--- src/design/pcc_params.svh ---
// Constants for the clock and reset-configuration block
`ifndef PCC_PARAMS_SVH
`define PCC_PARAMS_SVH

// ------------------------------------------------------------
// Clock figures
// ------------------------------------------------------------
`define PCC_CORE_CLK_MHZ 100
`define PCC_CORE_PER_REF 2
`define PCC_LOCK_REF_CYCLES 100000
`define PCC_RESET_OUT_N_BUS_CYCLES 16

// ------------------------------------------------------------
// Strap fields on the data lines
// ------------------------------------------------------------
`define PCC_STRAP_RATIO_LSB 0
`define PCC_STRAP_RATIO_MSB 1
`define PCC_STRAP_RANGE_LSB 2
`define PCC_STRAP_RANGE_MSB 3

// ------------------------------------------------------------
// Register map
// ------------------------------------------------------------
`define PCC_ADDR_W 8
`define PCC_ADDR_CTRL 8'h00
`define PCC_ADDR_STAT 8'h04
`define PCC_CTRL_RESET 8'h00
`define PCC_CTRL_STOP_BIT 7
`define PCC_CTRL_WAKE_MSB 6
`define PCC_CTRL_WAKE_LSB 4

// Status register fields
`define PCC_STAT_LOCKED_BIT 0
`define PCC_STAT_RESET_OUT_N_BIT 1
`define PCC_STAT_STOPPED_BIT 2
`define PCC_STAT_BAD_RANGE_BIT 3
`define PCC_STAT_RANGE_LSB 4
`define PCC_STAT_RATIO_LSB 6
`define PCC_STAT_STRAP_LSB 8

// ------------------------------------------------------------
// Codes
// ------------------------------------------------------------
`define PCC_RANGE_UNUSED 2'h3
`define PCC_RATIO_QUARTER 2'h0
`define PCC_RATIO_UNUSED 2'h1
`define PCC_RATIO_HALF 2'h2
`define PCC_RATIO_THIRD 2'h3
`define PCC_WAKE_NONE 3'h7
`define PCC_IRQ_NONE 3'h0

`endif

--- src/design/pcc_pkg.sv ---
// Types shared by the clock and reset-configuration block
package pcc_pkg;

  // Sequencer states after reset release
  typedef enum logic [1:0] {
    PCC_ST_LOCK = 2'b00,
    PCC_ST_EXTEND = 2'b01,
    PCC_ST_RUN = 2'b10
  } pcc_state_t;

  // Configuration caught from the data lines during reset
  typedef struct packed {
    logic [7:0] strap;
    logic [1:0] range;
    logic [1:0] ratio;
  } pcc_cfg_t;

  // Software controls held in the clock control register
  typedef struct packed {
    logic stop_en;
    logic [2:0] wake_level;
  } pcc_ctrl_t;

endpackage

--- src/design/pcc_clkdiv.sv ---
// Bus clock divider: core clock divided by two, three or four
`timescale 1ns/1ps
`default_nettype none
`include "pcc_params.svh"

module pcc_clkdiv (
  // Clock and reset
  input wire logic i_clk,
  input wire logic i_rst_n,
  // Control
  input wire logic i_run,
  input wire logic [1:0] i_ratio,
  // Divided clock
  output logic o_bclk,
  output logic o_rise
);

  logic [1:0] cnt_ff;
  logic [1:0] nxt_cnt;
  logic bclk_ff;
  logic nxt_bclk;
  logic rise_ff;
  logic nxt_rise;
  logic [1:0] last;
  logic [1:0] half;

  // Decode the divisor; the unused code falls back to a quarter, the slowest safe rate
  always_comb begin
    case (i_ratio)
      `PCC_RATIO_HALF: begin
        last = 2'h1;
        half = 2'h1;
      end
      `PCC_RATIO_THIRD: begin
        last = 2'h2;
        half = 2'h1;
      end
      default: begin
        last = 2'h3;
        half = 2'h2;
      end
    endcase
  end

  // Phase counter; output high in the first part of each period, low while stopped.
  // While stopped it parks on the last phase so the first period after start is whole.
  always_comb begin
    nxt_cnt = last;
    nxt_bclk = 1'b0;
    nxt_rise = 1'b0;
    if (i_run) begin
      nxt_cnt = (cnt_ff >= last) ? 2'h0 : cnt_ff + 2'h1;
      nxt_bclk = (nxt_cnt < half);
      nxt_rise = nxt_bclk & ~bclk_ff;
    end
  end

  always_ff @(posedge i_clk or negedge i_rst_n) begin
    if (!i_rst_n) begin
      cnt_ff <= 2'h0;
      bclk_ff <= 1'b0;
      rise_ff <= 1'b0;
    end else begin
      cnt_ff <= nxt_cnt;
      bclk_ff <= nxt_bclk;
      rise_ff <= nxt_rise;
    end
  end

  assign o_bclk = bclk_ff;
  assign o_rise = rise_ff;

endmodule

`default_nettype wire

--- src/design/pcc_top.sv ---
// Clock generation, reset configuration and reset stretching block
`timescale 1ns/1ps
`default_nettype none
`include "pcc_params.svh"

module pcc_top #(
  // Lock time in reference cycles and core cycles per reference cycle
  parameter int LOCK_REF_CYCLES = `PCC_LOCK_REF_CYCLES,
  parameter int CORE_PER_REF = `PCC_CORE_PER_REF,
  // Bus clock cycles that reset-out outlasts lock
  parameter int RESET_OUT_N_BUS_CYCLES = `PCC_RESET_OUT_N_BUS_CYCLES
) (
  // Core clock (twice the reference) and asynchronous reset
  input wire logic I_CORE_CLK,
  input wire logic I_RESETN,
  // Data lines carrying the configuration straps during reset
  input wire logic [7:0] I_DATA,
  // Processor stop request and pending interrupt level
  input wire logic I_STOP_REQ,
  input wire logic [2:0] I_IRQ_LEVEL,
  // Register port
  input wire logic [`PCC_ADDR_W-1:0] I_ADDR,
  input wire logic [31:0] I_WDATA,
  input wire logic I_WR,
  input wire logic I_RD,
  output logic [31:0] O_RDATA,
  // Generated clocks and resets
  output logic O_BUS_CLOCK_OUT,
  output logic O_TRACE_STATUS_CLOCK,
  output logic O_RESET_OUT_N,
  output logic O_CORE_CLK_EN
);

  // ------------------------------------------------------------
  // Derived counts
  // ------------------------------------------------------------
  // Lock interval counted in core cycles: reference cycles times core-per-reference
  localparam int LOCK_CORE_CYCLES = LOCK_REF_CYCLES * CORE_PER_REF;
  localparam int LOCK_W = $clog2(LOCK_CORE_CYCLES + 1);
  localparam int EXT_W = $clog2(RESET_OUT_N_BUS_CYCLES + 1);
  localparam logic [LOCK_W-1:0] LOCK_LAST = LOCK_W'(LOCK_CORE_CYCLES - 1);
  localparam logic [EXT_W-1:0] EXT_LAST = EXT_W'(RESET_OUT_N_BUS_CYCLES);
  // Control reset value split into fields; stop stays disabled out of reset
  localparam logic [7:0] CTRL_RST_WORD = `PCC_CTRL_RESET;
  localparam pcc_pkg::pcc_ctrl_t CTRL_RST = '{
    stop_en: CTRL_RST_WORD[`PCC_CTRL_STOP_BIT],
    wake_level: CTRL_RST_WORD[`PCC_CTRL_WAKE_MSB:`PCC_CTRL_WAKE_LSB]
  };

  // ------------------------------------------------------------
  // Strap capture
  // ------------------------------------------------------------
  pcc_pkg::pcc_cfg_t cfg_ff;
  pcc_pkg::pcc_cfg_t nxt_cfg;

  // Straps follow the data lines only while reset is held, so the value kept
  // is the one present at the last edge before release; a reference change
  // seen while running is never picked up. This register has no async reset
  // on purpose: it must keep working while the reset pin is low.
  always_comb begin
    nxt_cfg = cfg_ff;
    if (!I_RESETN) begin
      nxt_cfg.strap = I_DATA;
      nxt_cfg.range = I_DATA[`PCC_STRAP_RANGE_MSB:`PCC_STRAP_RANGE_LSB];
      nxt_cfg.ratio = I_DATA[`PCC_STRAP_RATIO_MSB:`PCC_STRAP_RATIO_LSB];
    end
  end

  always_ff @(posedge I_CORE_CLK) begin
    cfg_ff <= nxt_cfg;
  end

  // ------------------------------------------------------------
  // Lock and reset-out sequencer
  // ------------------------------------------------------------
  pcc_pkg::pcc_state_t state_ff;
  pcc_pkg::pcc_state_t nxt_state;
  logic [LOCK_W-1:0] lock_cnt_ff;
  logic [LOCK_W-1:0] nxt_lock_cnt;
  logic [EXT_W-1:0] ext_cnt_ff;
  logic [EXT_W-1:0] nxt_ext_cnt;
  logic reset_out_n_n_ff;
  logic nxt_reset_out_n_n;
  logic clk_run_ff;
  logic nxt_clk_run;
  logic bus_rise;
  logic bus_clk;

  // The async reset returns everything here to the start of the lock count,
  // so a reset asserted mid-lock restarts the whole interval. No reference
  // clock reaches this block, so the interval is counted in core cycles.
  always_comb begin
    nxt_state = state_ff;
    nxt_lock_cnt = lock_cnt_ff;
    nxt_ext_cnt = ext_cnt_ff;
    nxt_reset_out_n_n = reset_out_n_n_ff;
    nxt_clk_run = clk_run_ff;
    case (state_ff)
      pcc_pkg::PCC_ST_LOCK: begin
        // No analog lock detect: a fixed count covers the worst case
        if (lock_cnt_ff == LOCK_LAST) begin
          nxt_state = pcc_pkg::PCC_ST_EXTEND;
          nxt_clk_run = 1'b1;
        end else begin
          nxt_lock_cnt = lock_cnt_ff + 1'b1;
        end
      end
      pcc_pkg::PCC_ST_EXTEND: begin
        // Count bus clock rising edges before releasing peripherals, so that
        // clocked peripherals see several edges while still held in reset
        if (ext_cnt_ff == EXT_LAST) begin
          nxt_state = pcc_pkg::PCC_ST_RUN;
          nxt_reset_out_n_n = 1'b1;
        end else if (bus_rise) begin
          nxt_ext_cnt = ext_cnt_ff + 1'b1;
        end
      end
      pcc_pkg::PCC_ST_RUN: begin
        // Peripherals released; stays here until the next reset
        nxt_reset_out_n_n = 1'b1;
      end
      default: begin
        // Unused code: return to the lock state, keeping the lock count, rather than run unlocked
        nxt_state = pcc_pkg::PCC_ST_LOCK;
      end
    endcase
  end

  always_ff @(posedge I_CORE_CLK or negedge I_RESETN) begin
    if (!I_RESETN) begin
      state_ff <= pcc_pkg::PCC_ST_LOCK;
      lock_cnt_ff <= '0;
      ext_cnt_ff <= '0;
      reset_out_n_n_ff <= 1'b0;
      clk_run_ff <= 1'b0;
    end else begin
      state_ff <= nxt_state;
      lock_cnt_ff <= nxt_lock_cnt;
      ext_cnt_ff <= nxt_ext_cnt;
      reset_out_n_n_ff <= nxt_reset_out_n_n;
      clk_run_ff <= nxt_clk_run;
    end
  end

  // ------------------------------------------------------------
  // Sequencer decode
  // ------------------------------------------------------------
  logic seq_run;
  logic bad_range;

  // Stop requests count only once the peripherals have left reset; a stop
  // taken during lock would freeze the core before its reset had finished
  assign seq_run = (state_ff == pcc_pkg::PCC_ST_RUN);

  // An unused range code cannot be refused here; it is only reported
  assign bad_range = (cfg_ff.range == `PCC_RANGE_UNUSED);

  // ------------------------------------------------------------
  // Bus clock divider
  // ------------------------------------------------------------
  // The divider is held stopped, so its output stays low, until lock
  pcc_clkdiv u_div (
    .i_clk(I_CORE_CLK),
    .i_rst_n(I_RESETN),
    .i_run(clk_run_ff),
    .i_ratio(cfg_ff.ratio),
    .o_bclk(bus_clk),
    .o_rise(bus_rise)
  );

  // ------------------------------------------------------------
  // Control register and stop logic
  // ------------------------------------------------------------
  pcc_pkg::pcc_ctrl_t ctrl_ff;
  pcc_pkg::pcc_ctrl_t nxt_ctrl;
  logic stopped_ff;
  logic nxt_stopped;
  logic wake_hit;
  logic wr_ctrl;

  // Only the control register takes writes; anything else is dropped
  assign wr_ctrl = I_WR && (I_ADDR == `PCC_ADDR_CTRL);

  // Minimum level compare; the all-ones code lets no interrupt through
  assign wake_hit = (I_IRQ_LEVEL != `PCC_IRQ_NONE) &&
                    (ctrl_ff.wake_level != `PCC_WAKE_NONE) &&
                    (I_IRQ_LEVEL >= ctrl_ff.wake_level);

  // Only the core clock is gated; this block and the bus clock keep running
  // so that interrupts can still arrive. While stopped, a wake beats a stop request in the same cycle; a wake clears only a stop already in force.
  always_comb begin
    nxt_ctrl = ctrl_ff;
    nxt_stopped = stopped_ff;
    if (wr_ctrl) begin
      nxt_ctrl.stop_en = I_WDATA[`PCC_CTRL_STOP_BIT];
      nxt_ctrl.wake_level = I_WDATA[`PCC_CTRL_WAKE_MSB:`PCC_CTRL_WAKE_LSB];
    end
    if (stopped_ff && wake_hit) begin
      nxt_stopped = 1'b0;
    end else if (I_STOP_REQ && ctrl_ff.stop_en && seq_run) begin
      nxt_stopped = 1'b1;
    end
  end

  always_ff @(posedge I_CORE_CLK or negedge I_RESETN) begin
    if (!I_RESETN) begin
      ctrl_ff <= CTRL_RST;
      stopped_ff <= 1'b0;
    end else begin
      ctrl_ff <= nxt_ctrl;
      stopped_ff <= nxt_stopped;
    end
  end

  // ------------------------------------------------------------
  // Register read port
  // ------------------------------------------------------------
  logic [31:0] rdata_ff;
  logic [31:0] nxt_rdata;
  logic [31:0] stat_word;
  logic [31:0] ctrl_word;

  // Reserved control bits read as zero, so software may write back
  // whatever it read without side effects
  always_comb begin
    ctrl_word = 32'h0000_0000;
    ctrl_word[`PCC_CTRL_STOP_BIT] = ctrl_ff.stop_en;
    ctrl_word[`PCC_CTRL_WAKE_MSB:`PCC_CTRL_WAKE_LSB] = ctrl_ff.wake_level;
  end

  // Status word shows lock progress and the configuration caught at reset.
  // Low nibble: locked, reset-out released, core stopped, bad range code;
  // then range, ratio and the whole strap byte. The straps are valid as
  // soon as reset is released, well before lock.
  always_comb begin
    stat_word = 32'h0000_0000;
    stat_word[`PCC_STAT_LOCKED_BIT] = clk_run_ff;
    stat_word[`PCC_STAT_RESET_OUT_N_BIT] = reset_out_n_n_ff;
    stat_word[`PCC_STAT_STOPPED_BIT] = stopped_ff;
    stat_word[`PCC_STAT_BAD_RANGE_BIT] = bad_range;
    stat_word[`PCC_STAT_RANGE_LSB +: 2] = cfg_ff.range;
    stat_word[`PCC_STAT_RATIO_LSB +: 2] = cfg_ff.ratio;
    stat_word[`PCC_STAT_STRAP_LSB +: 8] = cfg_ff.strap;
  end

  // Unmapped addresses read zero; data appear only in the cycle after the strobe.
  // Outside that cycle the port reads zero, which keeps a shared bus quiet.
  always_comb begin
    nxt_rdata = 32'h0000_0000;
    if (I_RD) begin
      case (I_ADDR)
        `PCC_ADDR_CTRL: nxt_rdata = ctrl_word;
        `PCC_ADDR_STAT: nxt_rdata = stat_word;
        default: nxt_rdata = 32'h0000_0000;
      endcase
    end
  end

  always_ff @(posedge I_CORE_CLK or negedge I_RESETN) begin
    if (!I_RESETN) begin
      rdata_ff <= 32'h0000_0000;
    end else begin
      rdata_ff <= nxt_rdata;
    end
  end

  // ------------------------------------------------------------
  // Outputs
  // ------------------------------------------------------------
  // Read data come straight from their flop, clean for a full cycle
  assign O_RDATA = rdata_ff;
  // Divided clock leaves from a flop, free of decode glitches
  assign O_BUS_CLOCK_OUT = bus_clk;
  // Gated copy of the core clock: same rate, a gate delay late, low until lock.
  // The enable changes right after a rising edge, while the clock is high, so the first pulse comes out short.
  assign O_TRACE_STATUS_CLOCK = I_CORE_CLK & clk_run_ff;
  // Peripheral reset from a flop; low from reset input until the stretch ends
  assign O_RESET_OUT_N = reset_out_n_n_ff;
  // Core clock enable: low until lock and while a stop is in force
  assign O_CORE_CLK_EN = clk_run_ff & ~stopped_ff;

endmodule

`default_nettype wire

--- config.mk ---
export PLATFORM = sky130hd
export DESIGN_NAME = pcc_top
export DESIGN_NICKNAME = d
export VERILOG_FILES = /design/src/design/pcc_pkg.sv /design/src/design/pcc_clkdiv.sv /design/src/design/pcc_top.sv
export VERILOG_INCLUDE_DIRS = /design/src /design/src/design
export SDC_FILE = /design/constraint.sdc
export NUM_CORES = 1
export LEC_CHECK = 0
export ABC_AREA = 0
export BUFFER_PORTS_ARGS = -buffer_cell sky130_fd_sc_hd__buf_2
export CAP_MARGIN = 10
export CORE_UTILIZATION = 47
export CTS_BUF_LIST = sky130_fd_sc_hd__clkbuf_8
export CTS_CLUSTER_SIZE = 14
export DETAILED_ROUTE_END_ITERATION = 8
export PLACE_DENSITY = 0.89
export REMOVE_ABC_BUFFERS = 1
export SYNTH_ARGS = -nofsm -noshare
export SYNTH_HDL_FRONTEND = slang
export SYNTH_HIERARCHICAL = 1
export SYNTH_SLANG_ARGS = --single-unit
--- constraint.sdc ---
create_clock -name I_CORE_CLK -period 1.86 [get_ports I_CORE_CLK]
set_input_delay 0.093 -clock I_CORE_CLK [delete_from_list [all_inputs] [get_ports I_CORE_CLK]]
set_output_delay 0.093 -clock I_CORE_CLK [all_outputs]
set_load 0.05 [all_outputs]
[Word level (Yosys, flattened, before mapping)]
Cells that the tools add are included.
Word-level totals
  logic and storage cells: 72
  bits in registers: 80
  output and inout port bits: 36
Operators by class
  bitwise operators: 8
  reductions and logical operators: 17
  order comparisons: 3
  add/subtract/negate cells: 3
  mux-type cells: 15
  equal/unequal tests: 11
Operator list (number)
  16-bit case mux with 2 select lines: 1
  18-bit by 1-bit adder with 18-bit output, second input constant: 1
  18-bit == test, second input constant: 1
  16-bit two-way mux: 1
  2-bit two-way mux: 5
  2-bit == test, second input constant: 4
  8-bit by 3-bit == test with 1-bit output, second input constant: 1
  8-bit logical NOT: 1
  1-bit logical AND: 6
  2-bit case mux with 3 select lines: 1
  2-bit AND reduction: 3
  3-bit AND reduction: 2
  5-bit by 1-bit adder with 5-bit output, second input constant: 1
  5-bit == test, second input constant: 1
  1-bit two-way mux: 5
  1-bit inverter: 5
  2-bit inequality test, second input constant: 2
  2-bit case mux with 2 select lines: 1
  2-bit nonzero test: 2
  1-bit AND: 3
  3-bit >= comparator: 1
  3-bit inequality test, second input constant: 1
  3-bit nonzero test: 1
  2-bit by 1-bit adder with 2-bit output, second input constant: 1
  6 further kinds: 6

[Depth between registers and ports, before layout]
Gate-level depths: netlist of run 1.
  depth after elaboration: 7
  gate-level depth with buffers: 8

[Cells and area by module]
The synthesis of run 1 kept the hierarchy.
Modules (own cells, without submodules)
  pcc_top: sequential area each 1441.4 um^2, cells an instance 202, area each 2474.9 um^2, times used 1
  pcc_clkdiv: sequential area each 100.1 um^2, cells an instance 25, area each 257.7 um^2, times used 1

==> impl_metrics.toml, run 1 <==
[yosys]
avgSynthCellArea_um2 = 12.0
synth_area_um2 = 2730
synth_cell_types = 48
synth.ff_latch_count = 60
synth_edf_count = 8
yosys_most_used_dff = "dfrtp_1"
synth_cells = 227
yosys_warnings = 6
yosysSeqAreaShare_pct = 56.4
synthArstFlopShare_pct = 86.7

[critical_path]
worstPathArrival_ns = 2.23
critical_path.startpoint = "cfg_ff[5]$_DFFE_PN_"
start_kind = "register"
critPathCaptureType = "register"
critPathKind = "reg2reg"
required_ns = 2.18
crit_fanout = 3
r2r_start = "cfg_ff[5]$_DFFE_PN_"

[global_routing]
grt_overflow_total = 0
antenna_found_initial = 0
grt_max_degree = 53
grt.met2_usage_pct = 34.0
grt_use_total_pct = 20.6
grt_pass1_wl_um = 9320
grt_util_met1_pct = 23.3
use_met3_pct = 4.65
grt-busiest-layer = "met2"
grt_pass1_vias = 2001

[cells_and_area]
drive_gt1_share_pct = 34.4
final_util_pct = 63.0
layout_commonest_cell = "dfrtp_1"
fin_nets = 377
most-common-layout-cells = "52 x dfrtp_1, 47 x buf_2, 16 x conb_1"
stdcell_count = 389
final_area_um2 = 3490
insertedDiodeCount = 0
area_growth_pct = 27.7

[floorplan]
floorplan.die.height_um = 78.3
core-area_um2 = 5540
die_w_um = 78.3
fp.dieArea_um2 = 6120
io_pins = 92
rows = 27
start_util_pct = 49.3

[power]
powerDensity_nw_per_um2 = 843
peakVddDrop_mv = 0.536
power_mw = 2.94
leakagePower_nw = 1.76

[sta]
finalSetupTns_ns = -0.0805
rsz0062_at_grt = "true"
finalCritPeriodShare_pct = 103
fmax_mhz = 522
worstMarginPinSlew_ns = 0.640
setup_viol = 2
maxSlewHeadroom_pct = 57.4
hold_viol = 0
whs_ns = 0.0466
fin_ws_ns = -0.0561
clock_skew_ns = 0.00891
slew_violations = 0
period_needed_ns = 1.92

[cts]
clkLatencyLatePin_ns = 0.46
cts_tree = "done"
clk_pin_slew_worst_paths_ns = 0.07

[route]
wire_per_inst_um = 14.6
ant_nets = 0
drt_iter0_markers = 146
route.detailed.drc = 0
routed_wl_um = 5690
via_per_inst = 5.12
num_vias = 1990
dr.pass1.iters = 4

[place]
portBuffers = 47
placed_cells = 351
pre_cts_ws_ns = -0.0553
gp_congestion = 0.795
dpl_cell_area_um2 = 3040
dp.final_hpwl_um = 3660

[job]
maxCapViolCount = 0

[status]
violations = "negative setup slack"
status = "complete, but fails checks"

[hold_path]
min_path_type = "in2reg"
worstHoldStart = "I_ADDR[2]"
[worst paths after layout]
| kind | end | slack [ns] | cells past startpoint |
|---|---|---|---|
| worst min register to register | u_div/o_rise$_DFF_PN0_ | 0.45 | 1 |
| min in group asynchronous | u_div/o_rise$_DFF_PN0_ | 0.30 | 3 |
| worst max register to register | u_div/o_bclk$_DFF_PN0_ | -0.06 | 8 |
| worst min-delay path | O_RDATA[5]$_DFF_PN0_ | 0.05 | 3 |
| worst max-delay path | u_div/o_bclk$_DFF_PN0_ | -0.06 | 8 |
| max in group asynchronous | lock_cnt_ff[14]$_DFFE_PN0P_ | 1.13 | 3 |
[layout make-up]
| cell class | instances | area [um2] |
|---|---|---|
| clock buffer | 14 | 184 |
| clock inverter | 6 | 56.3 |
| fill | 410 | 2050 |
| inverter | 9 | 33.8 |
| multi-input combinational | 155 | 1110 |
| sequential | 60 | 1540 |
| tap | 72 | 90.1 |
| timing repair buffer | 73 | 468 |
[timing repair]
action                     CTS  global route
gates resized for setup      3             4
setup endpoints to repair    2             2
cloned                       0             0
hold buffers                14             0
buffers inserted             0             5
pin swaps                    1             4
hold endpoints to repair    65             0
[flip-flops by register name (all words and copies together), names as in the netlist, 2 cells and up]
name / flops
u_div/cnt_ff: 2
ctrl_ff: 4
O_RDATA: 16
cfg_ff: 8
lock_cnt_ff: 18
state_ff: 2
ext_cnt_ff: 5
[cells in the mapped netlist, types with 2 or more instances]
master,number,area share (%)
a21o_1,7,1.9
inv_1,9,1.2
and3_1,3,0.69
a21oi_1,3,0.55
and2_2,9,2.5
nor3_1,5,0.92
nor4_1,4,0.92
mux2_2,4,1.6
edfxtp_1,8,8.8
xor2_1,6,1.9
ha_1,9,4.1
dfrtp_1,52,48
and2_4,2,0.64
nand2_1,15,2.1
nor2b_1,5,1.1
nor2_1,10,1.4
o21ai_0,3,0.55
xnor2_1,15,4.8
nand3_1,9,1.6
nand4_1,6,1.4
buf_4,16,4.4
[logic make-up after synthesis]
family / share of synthesized area, %
simple gates: 18.9
flops: 56.4
buf+inv: 6.18
compound gates: 5.91
xor+xnor: 6.73
fa+ha+maj: 4.12
mux: 1.65
other cells: 0.137
[critical path: stages (launching register included)]
cell,delay [ns]
edfxtp_1,0.42
nand2_2,0.12
ha_4,0.20
nand2b_4,0.14
a211oi_2,0.27
ha_1,0.20
inv_2,0.06
a2111oi_4,0.26
nor2_1,0.10
[metal layers]
metal / share of wire, % / up-vias
li1: - / 925
met1: 39 / 978
met2: 52 / 66
met3: 4.4 / 21
met4: 4.2 / 0
met5: 0 / -
[report_power, final]
part / total [mW] / switching, mW / internal (mW)
Combinational: 0.259 / 0.163 / 0.0958
Sequential: 1.37 / 0.0131 / 1.35
Clock: 1.32 / 0.539 / 0.778
Total: 2.94 / 0.715 / 2.23
Power figures use the tool's default switching activity.
==> inputs of run 2 (changes only) <==
--- a/config.mk
+++ b/config.mk
@@ -9,11 +9,11 @@
 export ABC_AREA = 0
 export BUFFER_PORTS_ARGS = -buffer_cell sky130_fd_sc_hd__buf_2
 export CAP_MARGIN = 10
-export CORE_UTILIZATION = 47
+export CORE_UTILIZATION = 35
 export CTS_BUF_LIST = sky130_fd_sc_hd__clkbuf_8
 export CTS_CLUSTER_SIZE = 14
 export DETAILED_ROUTE_END_ITERATION = 8
-export PLACE_DENSITY = 0.89
+export PLACE_DENSITY = 0.72
 export REMOVE_ABC_BUFFERS = 1
 export SYNTH_ARGS = -nofsm -noshare
 export SYNTH_HDL_FRONTEND = slang
==> run 2 against run 1 <==
Compared with the run above:
- the flow still finishes with violations (negative setup slack)
- critical endpoint is now u_div/o_rise$_DFF_PN0_
- critical path type unchanged
- global-route usage decreased by 6.3 points
- cell count increased by 6.9%
- critical path depth unchanged
- via count decreased by 5.7%
- sequential share of layout area decreased by 0.53 points
- largest power group unchanged
- first-iteration DRC count decreased by 32%
- clock skew increased by 0.0045 ns
- final area increased by 1.2%
==> impl_metrics.toml, run 2 (same netlist as run 1, synthesis figures left out) <==
[floorplan]
die_w_um = 90.4
floorplan.die.height_um = 90.4
start_util_pct = 36.9
core-area_um2 = 7410
fp.dieArea_um2 = 8160
rows = 31
io_pins = 92

[place]
dpl_cell_area_um2 = 3090
pre_cts_ws_ns = -0.00387
gp_congestion = 0.783
portBuffers = 47
placed_cells = 380
dp.final_hpwl_um = 3540

[sta]
maxSlewHeadroom_pct = 57.3
setup_viol = 1
rsz0062_at_grt = "true"
worstMarginPinSlew_ns = 0.640
finalCritPeriodShare_pct = 101
fin_ws_ns = -0.00991
slew_violations = 0
finalSetupTns_ns = -0.00991
period_needed_ns = 1.87
hold_viol = 0
fmax_mhz = 535
clock_skew_ns = 0.0134

[cts]
cts_tree = "done"
clkLatencyLatePin_ns = 0.44
clk_pin_slew_worst_paths_ns = 0.07

[power]
pwr-share-seq_pct = 46.6
peakVddDrop_mv = 0.486
sw_frac_of_total_pct = 22.8
p_comb_share_pct = 8.7
internal-power_mw = 2.26
clkPwrFrac_pct = 44.7
p_switching_mw = 0.666
leakagePower_nw = 1.77
powerDensity_nw_per_um2 = 829

[global_routing]
grt_use_total_pct = 14.3
antenna_found_initial = 0
grt_overflow_total = 0
grt_pass1_vias = 1838
grt_max_degree = 53
grt_pass1_wl_um = 8800

[critical_path]
start_kind = "register"
critPathKind = "reg2reg"
cp_num_buf_inv = 2
cp_top_family = "adder cells"
required_ns = 2.21
critPathMaxStageDelay_ns = 0.38
path_cells = "buf_4 -> nor2b_4 -> ha_4 -> a211oi_2 -> ha_1 -> inv_2 -> o21ai_2 -> nor3_2"
worstPathArrival_ns = 2.22
crit_fanout = 2
critPathCaptureType = "register"
slowest_stage = "edfxtp_1"

[cells_and_area]
largest_reg_flops = 18
insertedDiodeCount = 0
fin_nets = 377
most-common-layout-cells = "52 x dfrtp_1, 47 x buf_2, 16 x conb_1"
drive_gt1_share_pct = 33.8
final_area_um2 = 3530
fill_cells = 646
stdcell_count = 416
layout_commonest_cell = "dfrtp_1"
area_growth_pct = 29.2
regMostFlops = "lock_cnt_ff"

[route]
num_vias = 1877
wire_per_inst_um = 12.3
via_per_inst = 4.51
wl_met1_um = 2220
drt_iter0_markers = 99
routed_wl_um = 5120
ant_nets = 0
route.detailed.drc = 0
dr.pass1.iters = 4
wl_met2_um = 2560
met3_length_um = 245
routed.top_layer = "met4"

[status]
status = "complete, but fails checks"
violations = "negative setup slack"

[hold_path]
min_path_type = "in2reg"

[job]
maxCapViolCount = 0
==> run 2: worst register-to-register path, delay by kind of cell, from the launching register on <==
family,cells,cell delay (ns)
buffers and inverters,2,0.25
adders and majority gates,2,0.50
and+or+nand+nor,2,0.33
AOI/OAI and AO/OA,2,0.32
DFF,1,0.38
==> run 2: timing repair <==
action,in CTS,in global routing
hold endpoints to repair,65,0
endpoints found under the setup margin,1,2
gates cloned,0,0
resized for setup,8,0
hold buffers,14,0
setup buffers,2,1
pin swaps,5,0
==> run 2: layer usage <==
layer  vias up  GRT usage (%)
li1        922              -
met4         0           7.93
met1       896           17.1
met3        11           6.40
met2        48           21.2
met5         -              0
==> run 2: worst paths after layout <==
check                                           startpoint                    endpoint  slack [ns]  cells after the start
worst max-delay path                   cfg_ff[4]$_DFFE_PN_      u_div/o_rise$_DFF_PN0_       -0.01                      8
worst min-delay path                             I_ADDR[2]        O_RDATA[7]$_DFF_PN0_        0.05                      3
worst max register to register         cfg_ff[4]$_DFFE_PN_      u_div/o_rise$_DFF_PN0_       -0.01                      8
worst min register to register  lock_cnt_ff[4]$_DFFE_PN0P_  lock_cnt_ff[4]$_DFFE_PN0P_        0.46                      1
max in group asynchronous                         I_RESETN      ctrl_ff[1]$_DFFE_PN0P_        1.12                      3
min in group asynchronous                         I_RESETN        O_RDATA[4]$_DFF_PN0_        0.31                      3
==> run 2: through the flow <==
step | power (mW) | hold slack (ns) | util (%)
2_1_floorplan | 1.51 | -0.203 | -
3_3_place_gp | 1.59 | 0.253 | 41.7
3_5_place_dp | 1.60 | 0.260 | 41.7
4_1_cts | 2.97 | 0.0299 | 47.6
5_1_grt | 3.08 | 0.0339 | 47.7
6_report | 2.93 | 0.0532 | 47.7
==> run 2: area by class of cell <==
type | count | area [um2] | area share [%]
Clock inverter | 5 | 46.3 | 1.31
Sequential cell | 60 | 1540 | 43.7
Clock buffer | 15 | 198 | 5.60
Multi-Input combinational cell | 155 | 1120 | 31.7
Timing Repair Buffer | 73 | 468 | 13.3
Inverter | 9 | 33.8 | 0.957
Tap cell | 99 | 124 | 3.51
==> run 2: power by group through the flow <==
stage	sequential (mW)	combinational [mW]	clock, mW
after floorplan	1.39	0.125	0.00000161
after global placement	1.39	0.200	0.00000162
after detailed placement	1.39	0.205	0.00000162
after CTS	1.37	0.251	1.35
after global routing	1.37	0.277	1.43
final	1.37	0.254	1.31
